## src/panel_pkg.sv

```systemverilog
/*
 * constants shared by the maintenance panel control logic: button slots,
 * clock unit slots, section slots and the pulse-train timing.
 * assumes a single 40 MHz system clock.
 */
package panel_pkg;

	// ************************************************
	// clock and pulse-train timing
	// ************************************************
	localparam int CLOCK_PERIOD_PS = 25000;
	localparam int TRAIN_TIME_NS = 500;
	localparam int TRAIN_CYCLES = (TRAIN_TIME_NS * 1000) / CLOCK_PERIOD_PS;
	localparam int TRAIN_WIDTH = 5;
	localparam int PHASE_LSB = 2;

	// ************************************************
	// pushbutton slots on the synchronised button vector
	// ************************************************
	localparam int BTN_WIPE_A = 0;
	localparam int BTN_WIPE_B = 1;
	localparam int BTN_LOAD_CONSOLE = 2;
	localparam int BTN_LOAD_PANEL = 3;
	localparam int BTN_SINGLE = 4;
	localparam int BTN_TRAIN = 5;
	localparam int BTN_START = 6;
	localparam int BTN_UNIT_CLEAR = 7;
	localparam int BTN_ADJUST = 8;
	localparam int BTN_READ = 9;
	localparam int BTN_WRITE = 10;
	localparam int BTN_REG_CLEAR = 11;
	localparam int CPU_REG_COUNT = 6;
	localparam int BTN_MUX_CLEAR = BTN_REG_CLEAR + CPU_REG_COUNT;
	localparam int MUX_REG_COUNT = 4;
	localparam int BTN_COUNT = BTN_MUX_CLEAR + MUX_REG_COUNT;

	// ************************************************
	// clock-gated units and cleared sections
	// ************************************************
	localparam int U_CPU0 = 0;
	localparam int U_CPU1 = 1;
	localparam int U_MUX0 = 2;
	localparam int U_MUX1 = 3;
	localparam int U_DIAG = 4;
	localparam int U_DISP = 5;
	localparam int UNIT_COUNT = 6;
	localparam int SECTION_COUNT = 3;
	localparam logic [2:0] SECTIONS_ALL = 3'h7;
	localparam logic [2:0] SECTIONS_AB = 3'h3;
	localparam logic [2:0] SECTION_A = 3'h1;
	localparam logic [2:0] SECTION_B = 3'h2;

	// ************************************************
	// register field carried by A in register access
	// ************************************************
	localparam int FIELD_TOP = 19;
	localparam int FIELD_LEN = 20;

endpackage
```

## src/button_edge.sv

```systemverilog
/*
 * two-stage synchroniser plus edge detector for a vector of pushbuttons.
 * assumes the raw levels are steady for at least a few clocks per press.
 */
`timescale 1ns/1ps
module button_edge #(
	parameter int WIDTH = 1
) (
	input wire logic clock,
	input wire logic rst,
	input wire logic [WIDTH-1:0] raw,
	output logic [WIDTH-1:0] level,
	output logic [WIDTH-1:0] rise,
	output logic [WIDTH-1:0] fall
);

	logic [WIDTH-1:0] meta;
	logic [WIDTH-1:0] held;

	// first stage feeds only the second stage
	always_ff @(posedge clock) begin
		if (rst) begin
			meta <= '0;
			level <= '0;
			held <= '0;
		end else begin
			meta <= raw;
			level <= meta;
			held <= level;
		end
	end

	// one-cycle pulses on each edge of the settled level
	assign rise = level & ~held;
	assign fall = ~level & held;

endmodule

```

## src/maintenance_panel_control.sv

```systemverilog
/*
 * maintenance panel control: section clears and load sequence, register
 * clears, clock inhibit with stepping, processor stop qualifiers, local
 * isolation and register access operators.
 * assumes all switch and processor inputs are synchronous to clock, except
 * pushbuttons which are synchronised here; the processor acts on the pulses.
 */
`timescale 1ns/1ps

// How it works
// - split links: each wipe clears its section
// - linked: either wipe clears A, B, C
// - load press clears A,B; release loads
// - six register clears on selected processor
// - four multiplexor register clears, own buttons
// - display enable, processor and multiplexor scan select
// - gate clock of system or any unit
// - single press gives one gated pulse
// - train gives 500 ns of pulses, phase lamps
// - load medium select, card lamp lit
// - start restarts halted processor, clock enabled
// - conditional halt stops only with switch up
// - syllable stop halts, suppresses fetch
// - internal interrupt stop holds parameters
// - external stop only with interrupts enabled
// - stops except conditional halt qualified by control/normal state
// - parity stop halts on parity error
// - unit clear resets the processor
// - local isolates scan bus, enables readout
// - stack adjust runs push-down, clock enabled
// - read copies addressed register into A
// - write sets addressed register from A
// - control state: extended ops, no external interrupts
// - register access relies on B valid flag
module maintenance_panel_control (
	input wire logic clock,
	input wire logic rst,
	input wire logic section_a_wipe_button,
	input wire logic section_b_wipe_button,
	input wire logic sections_linked,
	input wire logic console_load_button,
	input wire logic panel_load_button,
	input wire logic card_load_select,
	input wire logic [panel_pkg::CPU_REG_COUNT-1:0] cpu_reg_clear_buttons,
	input wire logic [panel_pkg::MUX_REG_COUNT-1:0] mux_reg_clear_buttons,
	input wire logic display_enable,
	input wire logic cpu_select,
	input wire logic mux_select,
	input wire logic whole_system_clock_gate,
	input wire logic first_cpu_clock_gate,
	input wire logic second_cpu_clock_gate,
	input wire logic first_io_mux_clock_gate,
	input wire logic second_io_mux_clock_gate,
	input wire logic diag_clock_gate,
	input wire logic display_clock_gate,
	input wire logic single_pulse_button,
	input wire logic pulse_train_button,
	input wire logic start_button,
	input wire logic cond_halt_switch,
	input wire logic cond_halt_op,
	input wire logic syllable_stop_switch,
	input wire logic syllable_done,
	input wire logic inner_interrupt_stop,
	input wire logic internal_interrupt,
	input wire logic outer_interrupt_stop,
	input wire logic external_interrupt,
	input wire logic interrupts_enabled,
	input wire logic stop_in_control,
	input wire logic stop_in_normal,
	input wire logic control_state_flag,
	input wire logic parity_stop_switch,
	input wire logic parity_error,
	input wire logic unit_clear_button,
	input wire logic local_switch,
	input wire logic stack_adjust_button,
	input wire logic internal_reg_read_button,
	input wire logic internal_reg_write_button,
	input wire logic b_valid_flag,
	output logic [panel_pkg::SECTION_COUNT-1:0] section_clear,
	output logic load_command,
	output logic load_from_card,
	output logic card_load_lamp,
	output logic [panel_pkg::CPU_REG_COUNT-1:0] first_cpu_reg_clear,
	output logic [panel_pkg::CPU_REG_COUNT-1:0] second_cpu_reg_clear,
	output logic [panel_pkg::MUX_REG_COUNT-1:0] first_mux_reg_clear,
	output logic [panel_pkg::MUX_REG_COUNT-1:0] second_mux_reg_clear,
	output logic display_on,
	output logic scan_cpu_select,
	output logic scan_mux_select,
	output logic [panel_pkg::UNIT_COUNT-1:0] unit_clock_enable,
	output logic [2:0] phase_lamps,
	output logic cpu_halted,
	output logic param_hold,
	output logic fetch_suppress_level,
	output logic restart_pulse,
	output logic [1:0] cpu_unit_clear,
	output logic scan_bus_isolate,
	output logic readout_enable,
	output logic push_down_op,
	output logic read_reg_op,
	output logic write_reg_op,
	output logic extended_ops,
	output logic outer_interrupt_detect
);
	import panel_pkg::*;

	// ************************************************
	// button synchronisation
	// ************************************************
	logic [BTN_COUNT-1:0] raw_buttons, btn_level, btn_press, btn_fall;

	// choose target A (sel low) or B (sel high) of a pair
	function automatic logic [1:0] pick(input logic sel);
		pick = sel ? 2'h2 : 2'h1;
	endfunction

	assign raw_buttons = {mux_reg_clear_buttons, cpu_reg_clear_buttons, internal_reg_write_button,
		internal_reg_read_button, stack_adjust_button, unit_clear_button, start_button,
		pulse_train_button, single_pulse_button, panel_load_button, console_load_button,
		section_b_wipe_button, section_a_wipe_button};

	// every button becomes a clean one-cycle press pulse
	button_edge #(.WIDTH(BTN_COUNT)) buttons (
		.clock(clock),
		.rst(rst),
		.raw(raw_buttons),
		.level(btn_level),
		.rise(btn_press),
		.fall(btn_fall)
	);

	// ************************************************
	// general clear and load sequence
	// ************************************************
	logic wipe_a, wipe_b, load_press, load_release;
	logic [2:0] next_section_clear;

	assign wipe_a = btn_press[BTN_WIPE_A];
	assign wipe_b = btn_press[BTN_WIPE_B];
	assign load_press = btn_press[BTN_LOAD_CONSOLE] | btn_press[BTN_LOAD_PANEL];
	assign load_release = (btn_fall[BTN_LOAD_CONSOLE] & ~btn_level[BTN_LOAD_PANEL])
		| (btn_fall[BTN_LOAD_PANEL] & ~btn_level[BTN_LOAD_CONSOLE]);

	// section clear pattern from wipe buttons and load press
	always_comb begin
		next_section_clear = '0;
		if (sections_linked) begin
			if (wipe_a | wipe_b)
				next_section_clear = SECTIONS_ALL;
		end else begin
			if (wipe_a)
				next_section_clear = next_section_clear | SECTION_A;
			if (wipe_b)
				next_section_clear = next_section_clear | SECTION_B;
		end
		if (load_press)
			next_section_clear = next_section_clear | SECTIONS_AB;
	end

	always_ff @(posedge clock) begin
		if (rst)
			section_clear <= '0;
		else
			section_clear <= next_section_clear;
	end

	// load command on release, with the selected medium
	always_ff @(posedge clock) begin
		if (rst) begin
			load_command <= 1'b0;
			load_from_card <= 1'b0;
			card_load_lamp <= 1'b0;
		end else begin
			load_command <= load_release;
			if (load_release)
				load_from_card <= card_load_select;
			card_load_lamp <= card_load_select;
		end
	end

	// ************************************************
	// register clears and display selection
	// ************************************************
	// clears go only to the unit that the selector points at
	always_ff @(posedge clock) begin
		if (rst) begin
			first_cpu_reg_clear <= '0;
			second_cpu_reg_clear <= '0;
			first_mux_reg_clear <= '0;
			second_mux_reg_clear <= '0;
		end else begin
			first_cpu_reg_clear <= btn_press[BTN_REG_CLEAR +: CPU_REG_COUNT] & {CPU_REG_COUNT{~cpu_select}};
			second_cpu_reg_clear <= btn_press[BTN_REG_CLEAR +: CPU_REG_COUNT] & {CPU_REG_COUNT{cpu_select}};
			first_mux_reg_clear <= btn_press[BTN_MUX_CLEAR +: MUX_REG_COUNT] & {MUX_REG_COUNT{~mux_select}};
			second_mux_reg_clear <= btn_press[BTN_MUX_CLEAR +: MUX_REG_COUNT] & {MUX_REG_COUNT{mux_select}};
		end
	end

	// display enable and scan selectors
	always_ff @(posedge clock) begin
		if (rst) begin
			display_on <= 1'b0;
			scan_cpu_select <= 1'b0;
			scan_mux_select <= 1'b0;
		end else begin
			display_on <= display_enable;
			scan_cpu_select <= cpu_select;
			scan_mux_select <= mux_select;
		end
	end

	// ************************************************
	// clock inhibit, single pulse and pulse train
	// ************************************************
	logic [UNIT_COUNT-1:0] gate_switch;
	logic [TRAIN_WIDTH-1:0] train_left, train_done;
	logic train_start;

	assign gate_switch = {display_clock_gate, diag_clock_gate, second_io_mux_clock_gate,
		first_io_mux_clock_gate, second_cpu_clock_gate, first_cpu_clock_gate};
	assign train_start = btn_press[BTN_TRAIN] & (train_left == '0);
	assign train_done = TRAIN_WIDTH'(TRAIN_CYCLES) - train_left;

	// train counter; presses during a train are ignored
	always_ff @(posedge clock) begin
		if (rst)
			train_left <= '0;
		else if (train_start)
			train_left <= TRAIN_WIDTH'(TRAIN_CYCLES);
		else if (train_left != '0)
			train_left <= train_left - 1'b1;
	end

	// phase indicators follow the elapsed train time
	always_ff @(posedge clock) begin
		if (rst)
			phase_lamps <= '0;
		else if (train_left != '0)
			phase_lamps <= train_done[PHASE_LSB +: 3];
		else
			phase_lamps <= '0;
	end

	// per-unit enable: free running unless gated, then stepped
	for (genvar u = 0; u < UNIT_COUNT; u++) begin : gate
		always_ff @(posedge clock) begin
			if (rst)
				unit_clock_enable[u] <= 1'b1;
			else
				unit_clock_enable[u] <= ~(gate_switch[u] | whole_system_clock_gate)
					| (btn_press[BTN_SINGLE] & (train_left == '0))
					| (train_left != '0);
		end
	end

	// ************************************************
	// processor stop, start and clear
	// ************************************************
	logic cpu_clock_on, stop_qual, int_halt, halt_set, start_take;

	assign cpu_clock_on = ~whole_system_clock_gate & ~(cpu_select ? second_cpu_clock_gate : first_cpu_clock_gate);
	assign stop_qual = control_state_flag ? stop_in_control : stop_in_normal;
	assign int_halt = stop_qual & ((inner_interrupt_stop & internal_interrupt)
		| (outer_interrupt_stop & external_interrupt & interrupts_enabled & ~control_state_flag));
	assign halt_set = int_halt | (cond_halt_op & cond_halt_switch)
		| (stop_qual & ((syllable_stop_switch & syllable_done) | (parity_stop_switch & parity_error)));
	assign start_take = btn_press[BTN_START] & cpu_clock_on & cpu_halted;

	// halt flag: a new stop wins over start or unit clear
	always_ff @(posedge clock) begin
		if (rst) begin
			cpu_halted <= 1'b0;
			param_hold <= 1'b0;
		end else if (halt_set) begin
			cpu_halted <= 1'b1;
			param_hold <= int_halt | param_hold;
		end else if (start_take | btn_press[BTN_UNIT_CLEAR]) begin
			cpu_halted <= 1'b0;
			param_hold <= 1'b0;
		end
	end

	// restart, fetch suppress and unit clear
	always_ff @(posedge clock) begin
		if (rst) begin
			restart_pulse <= 1'b0;
			fetch_suppress_level <= 1'b0;
			cpu_unit_clear <= '0;
		end else begin
			restart_pulse <= start_take & ~halt_set;
			fetch_suppress_level <= syllable_stop_switch & stop_qual;
			cpu_unit_clear <= pick(cpu_select) & {2{btn_press[BTN_UNIT_CLEAR]}};
		end
	end

	// local isolation and control-state qualifiers
	always_ff @(posedge clock) begin
		if (rst) begin
			scan_bus_isolate <= 1'b0;
			readout_enable <= 1'b0;
			extended_ops <= 1'b0;
			outer_interrupt_detect <= 1'b1;
		end else begin
			scan_bus_isolate <= local_switch;
			readout_enable <= local_switch;
			extended_ops <= control_state_flag;
			outer_interrupt_detect <= ~control_state_flag;
		end
	end

	// ************************************************
	// stack adjust and register access operators
	// ************************************************
	always_ff @(posedge clock) begin
		if (rst) begin
			push_down_op <= 1'b0;
			read_reg_op <= 1'b0;
			write_reg_op <= 1'b0;
		end else begin
			push_down_op <= btn_press[BTN_ADJUST] & cpu_clock_on;
			read_reg_op <= btn_press[BTN_READ] & cpu_clock_on & b_valid_flag;
			write_reg_op <= btn_press[BTN_WRITE] & cpu_clock_on & b_valid_flag;
		end
	end
endmodule

```

## config.mk

```make
export PLATFORM = sky130hd
export DESIGN_NAME = maintenance_panel_control
export DESIGN_NICKNAME = d
export VERILOG_FILES = /design/src/panel_pkg.sv /design/src/button_edge.sv /design/src/maintenance_panel_control.sv
export SDC_FILE = /design/constraint.sdc
export NUM_CORES = 1
export LEC_CHECK = 0
export ABC_AREA = 1
export BUFFER_PORTS_ARGS = -buffer_cell sky130_fd_sc_hd__buf_2
export CAP_MARGIN = 20
export CORE_UTILIZATION = 51
export CTS_CLUSTER_DIAMETER = 100
export CTS_CLUSTER_SIZE = 28
export DETAILED_ROUTE_END_ITERATION = 6
export PLACE_DENSITY = 0.78
export SKIP_LAST_GASP = 1
export SYNTH_ARGS = -nofsm -noshare
export SYNTH_HDL_FRONTEND = slang
export SYNTH_SLANG_ARGS = --single-unit
```

## constraint.sdc

```tcl
create_clock -name clock -period 1.7 [get_ports clock]
set_input_delay 0.17 -clock clock [delete_from_list [all_inputs] [get_ports clock]]
set_output_delay 0.17 -clock clock [all_outputs]
set_load 0.01 [all_outputs]
```

; ---- After elaboration in Yosys (flattened, before gate mapping)
; Index checks and enable logic that the tools add are counted.
[op_classes]
addsub = 2
mux = 13
bitwise_logic = 74
reduce_logical = 6
[op_table]
columns = op, count
row1 = 1-bit bitwise OR, 27
row2 = 1-bit AND, 23
row3 = 21-bit AND, 1
row4 = 21-bit NOT, 1
row5 = 1-bit NOT, 15
row6 = 4-bit AND, 3
row7 = 6-bit AND, 2
row8 = 5-bit 2-to-1 mux, 2
row9 = 1-bit 2-to-1 mux, 6
row10 = 2-bit 2-to-1 mux, 3
row11 = 3-bit 2-to-1 mux, 2
row12 = 5-bit zero test, 1
row13 = 5-bit nonzero test, 1
row14 = "5-bit by 1-bit subtractor with 5-bit output, second input constant", 1
row15 = "5-bit subtractor, first input constant", 1
row16 = 4-bit NOT, 1
row17 = 2-bit nonzero test, 2
row18 = 2-bit OR reduction, 2
row19 = 2-bit AND, 1
[totals]
reg_bits = 118
input_bits = 51
output_inout_bits = 51

; ---- Depth between registers and ports, before layout
[logic_depth]
word_depth = 9
mapped_depth = 8
mapped_depth_nobuf = 8

; ---- Modules after synthesis
; Synthesis repeated with hierarchy kept, for this count alone.
[hier_totals]
hier_cells = 471
area_unflattened_um2 = 3841.2
[by_module_without_submodules]
columns = mod, instances, cells_each, area_each_um2, seq_area_each_um2
row1 = button_edge, 1, 259, 2049.5, 1261.2
row2 = maintenance_panel_control, 1, 212, 1791.7, 1101.1

; ---- Least setup slack after synthesis
; Ideal clock, no wire load.
[synth_path]
path_kind = register -> register
startpoint = reg train_left[0]
endpoint = reg train_left[4]
setup_ps = 113
arrival_ps = 1043
required_ps = 1587
slack_ps = 544
stages_incl_launch_ff = 8
path_buffers = 0
synth_period_minus_slack_ps = 1156
cell_sequence = dfxtp_1 inv_1 ha_1 inv_1 nand4_1 nand2_1 o21ai_1 inv_1
[synth_between]
elab_chain_cells = 3
elab_cells_between_ends = 7
classes_between = 1 x add/sub / 2 x mux / 1 x bitwise / 3 x reduce/logical
[synth_lines]
columns = element, line
row1 = start: declaration, maintenance_panel_control.sv:216  ; logic [TRAIN_WIDTH-1:0] train_left, train_done;
row2 = start signal: assignment, maintenance_panel_control.sv:229  ; train_left <= TRAIN_WIDTH'(TRAIN_CYCLES);
row3 = start signal: assignment, maintenance_panel_control.sv:231  ; train_left <= train_left - 1'b1;
row4 = 5-bit by 1-bit subtractor with 5-bit output / 5-bit zero test (equally long branches), "maintenance_panel_control.sv:231, maintenance_panel_control.sv:221"
row5 = 5-bit 2-to-1 mux / 1-bit AND (equally long branches), "maintenance_panel_control.sv:230, maintenance_panel_control.sv:221"
row6 = 5-bit 2-to-1 mux / 2-bit nonzero test (equally long branches), -
; Parallel ways exist; a longest one is shown, timed or not. The select of a mux whose other input is x is not followed.
; A chain may end at the register's enable or synchronous reset.

; ---- Worst setup path in the final report
; Same ends and word-level chain as after synthesis.

==> impl_metrics.ini <==
[run_status]
status = finished, final reports clean

[setup_path]
cpPeakStageDelay_ns = 0.36
required_ns = 2.10
cp_max_fo = 6
critPathLaunchType = flop
slowest_stage = ha_1
end_kind = flop
path_buf_inv = 3
crit_path_cell_trace = inv_1 -> ha_1 -> inv_1 -> nand4_1 -> nand2_1 -> o21ai_1 -> inv_1
crit_arrival_ns = 1.75
path_class = reg -> reg
critPathMostFrequentCell = inv_1
crit_family = adder cells

[die]
core-area_um2 = 6869
initial_utilization = 0.5352
die_area_um2 = 7552
fp.dieW_um = 86.90
rows = 30
io_pins = 102
die_y_um = 86.90

[route]
vias = 2918
ant_nets = 0
drtIter0Drc = 84
drc = 0
first_pass_iters = 4
wl_per_cell_um = 10.71
totalWireLength_um = 7269
via_per_inst = 4.297

[logic_synthesis]
syn_nets = 475
yosys_warnings = 0
synth_top_area_share = 0.6426
yosys.area.top_type = dfxtp_1
synth.area.top_cells = dfxtp_1 64%, nor2_1 10%, inv_1 9.1%
synth.avg_cell_area_um2 = 8.711
synth_cells = 422
synth_seq_area_share = 0.6426
synth_seq_cells = 118
netlist_area_um2 = 3676
synth_cell_types = 23

[clock_network]
ctsHoldBuffers = 37
insertion_delay_ns = 0.50
clk_pin_slew_ns = 0.05
cts_tree = built
post_cts_buffers = 0
cts_root_buf = clkbuf_8
clockBufferDepth = 2
cts_resized = 0
cts_num_sinks = 118
cts-buffers-inserted = 17
htreeDepth = 4

[timing]
finalMaxSlewViolations = 0
setup_tns_ns = 0
finalClockSkew_ns = 0.005409
slew_headroom = 0.7518
rsz0062_at_grt = no
fmax_mhz = 740.6
finalHoldViolCount = 0
setup_violations = 0
period_minus_slack_ns = 1.350
min_period_over_period = 0.7942
tightest_slew_ns = 0.3684

[layout]
final_cell_mix = 118 x dfxtp_1, 102 x nor2_1, 101 x buf_2, 89 x inv_1, 42 x nand2_1
fill_cells = 466
antenna-diode-count = 0
areaGrowthSynthToFinish_pct = 44.21
layout-drive-gt1-share = 0.2659
final_common_cell = dfxtp_1
nets = 624

[placement]
portBuffers = 101
gp_congestion = 0.8284
dp_hpwl_um = 4405

[power_and_ir_drop]
power_density_nw_per_um2 = 1526
leakagePower_uw = 0.002645
ir_drop_mv = 0.8277
power_uw = 8091

[global_route]
grt_start_max_net_pins = 75
grt_pass1_wl_um = 12000
overflow = 0
track_usage = 0.2130
grt_pass1_vias = 2882
antenna_found_initial = 0

[hold_path]
hold_class = in -> reg

[flow_run]
drv_cap = 0
-- logic make-up (layout without fill, tap and decap cells) --
| logic type | after synthesis | count (layout) | synth area share |
|---|---|---|---|
| compound gates | 27 | 27 | 0.03846 |
| fa+ha+maj | 2 | 2 | 0.006806 |
| buf+inv | 101 | 262 | 0.1079 |
| flops | 118 | 118 | 0.6426 |
| simple gates | 174 | 174 | 0.2042 |
-- synth_stat cells --
cell,instances
a21oi_1,15
a21oi_2,1
a31oi_1,1
buf_2,8
buf_4,2
dfxtp_1,118
ha_1,2
inv_1,89
inv_2,2
nand2_1,42
nand2_2,3
nand3_1,4
nand3_4,1
nand4_1,4
nand4_2,1
nor2_1,102
nor2_2,1
nor2_4,2
nor4_1,3
o21ai_0,8
o21ai_1,1
o22ai_1,1
or2_2,11
-- final timing paths --
check / from / to / slack, ns / depth (start not counted)
setup / recovery: train_left[0] / train_left[4] / 0.35 / 7
hold / removal: stop_in_normal / fetch_suppress_level / 0.03 / 5
setup reg to reg: train_left[0] / train_left[4] / 0.35 / 7
hold reg to reg: buttons.held[9] / read_reg_op / 0.39 / 1
-- registers in the layout (all words and copies together), names as in the netlist, 5 cells and up --
signal	count
buttons.held	21
buttons.level	21
first_cpu_reg_clear	6
train_left	5
second_cpu_reg_clear	6
unit_clock_enable	6
buttons.meta	21
-- worst reg2reg max path, cell delays in order (launching register included) --
cell and delay [ns]:
dfxtp_1 0.30, inv_1 0.14, ha_1 0.36, inv_1 0.10, nand4_1 0.12, nand2_1 0.07, o21ai_1 0.11, inv_1 0.05
-- metrics by stage --
| stage | hold slack, ns | util | instance area (um2) | cells | setup slack, ns |
|---|---|---|---|---|---|
| 6_report | 0.02835 | 0.7718 | 5301 | 679 | 0.3498 |
| 5_1_grt | 0.06752 | 0.7718 | 5301 | 679 | 0.2010 |
| 4_1_cts | 0.01295 | 0.7718 | 5301 | 679 | 0.3496 |
| 3_5_place_dp | 0.3606 | 0.6222 | 4274 | 611 | 0.3975 |
| 3_3_place_gp | 0.3531 | 0.6222 | 4274 | 611 | 0.4928 |
| 2_1_floorplan | 0.2533 | - | 3676 | 422 | 0.5444 |
-- power breakdown --
part           switching, uW  leakage (uW)  internal (uW)
Sequential               106      0.000968           2980
Combinational            655       0.00137            431
Clock                   1210      0.000311           2710
-- final cells by class --
type | count | area [um2] | share of cell area
Sequential cell | 118 | 2362 | 0.4456
Clock inverter | 12 | 225.2 | 0.04248
Tap cell | 96 | 120.1 | 0.02266
Clock buffer | 19 | 431.7 | 0.08143
Inverter | 91 | 341.6 | 0.06443
Multi-Input combinational cell | 203 | 917.1 | 0.1730
Timing Repair Buffer | 140 | 903.4 | 0.1704
-- per-layer routing --
| metal | up-vias | wire (um) | track usage |
|---|---|---|---|
| met1 | 1277 | 2911 | 0.2071 |
| li1 | 1534 | - | - |
| met4 | 0 | 195 | 0.1106 |
| met2 | 87 | 3817 | 0.3930 |
| met3 | 20 | 344 | 0.07678 |
| met5 | - | 0 | 0 |
(Power assumes the default switching activity.)
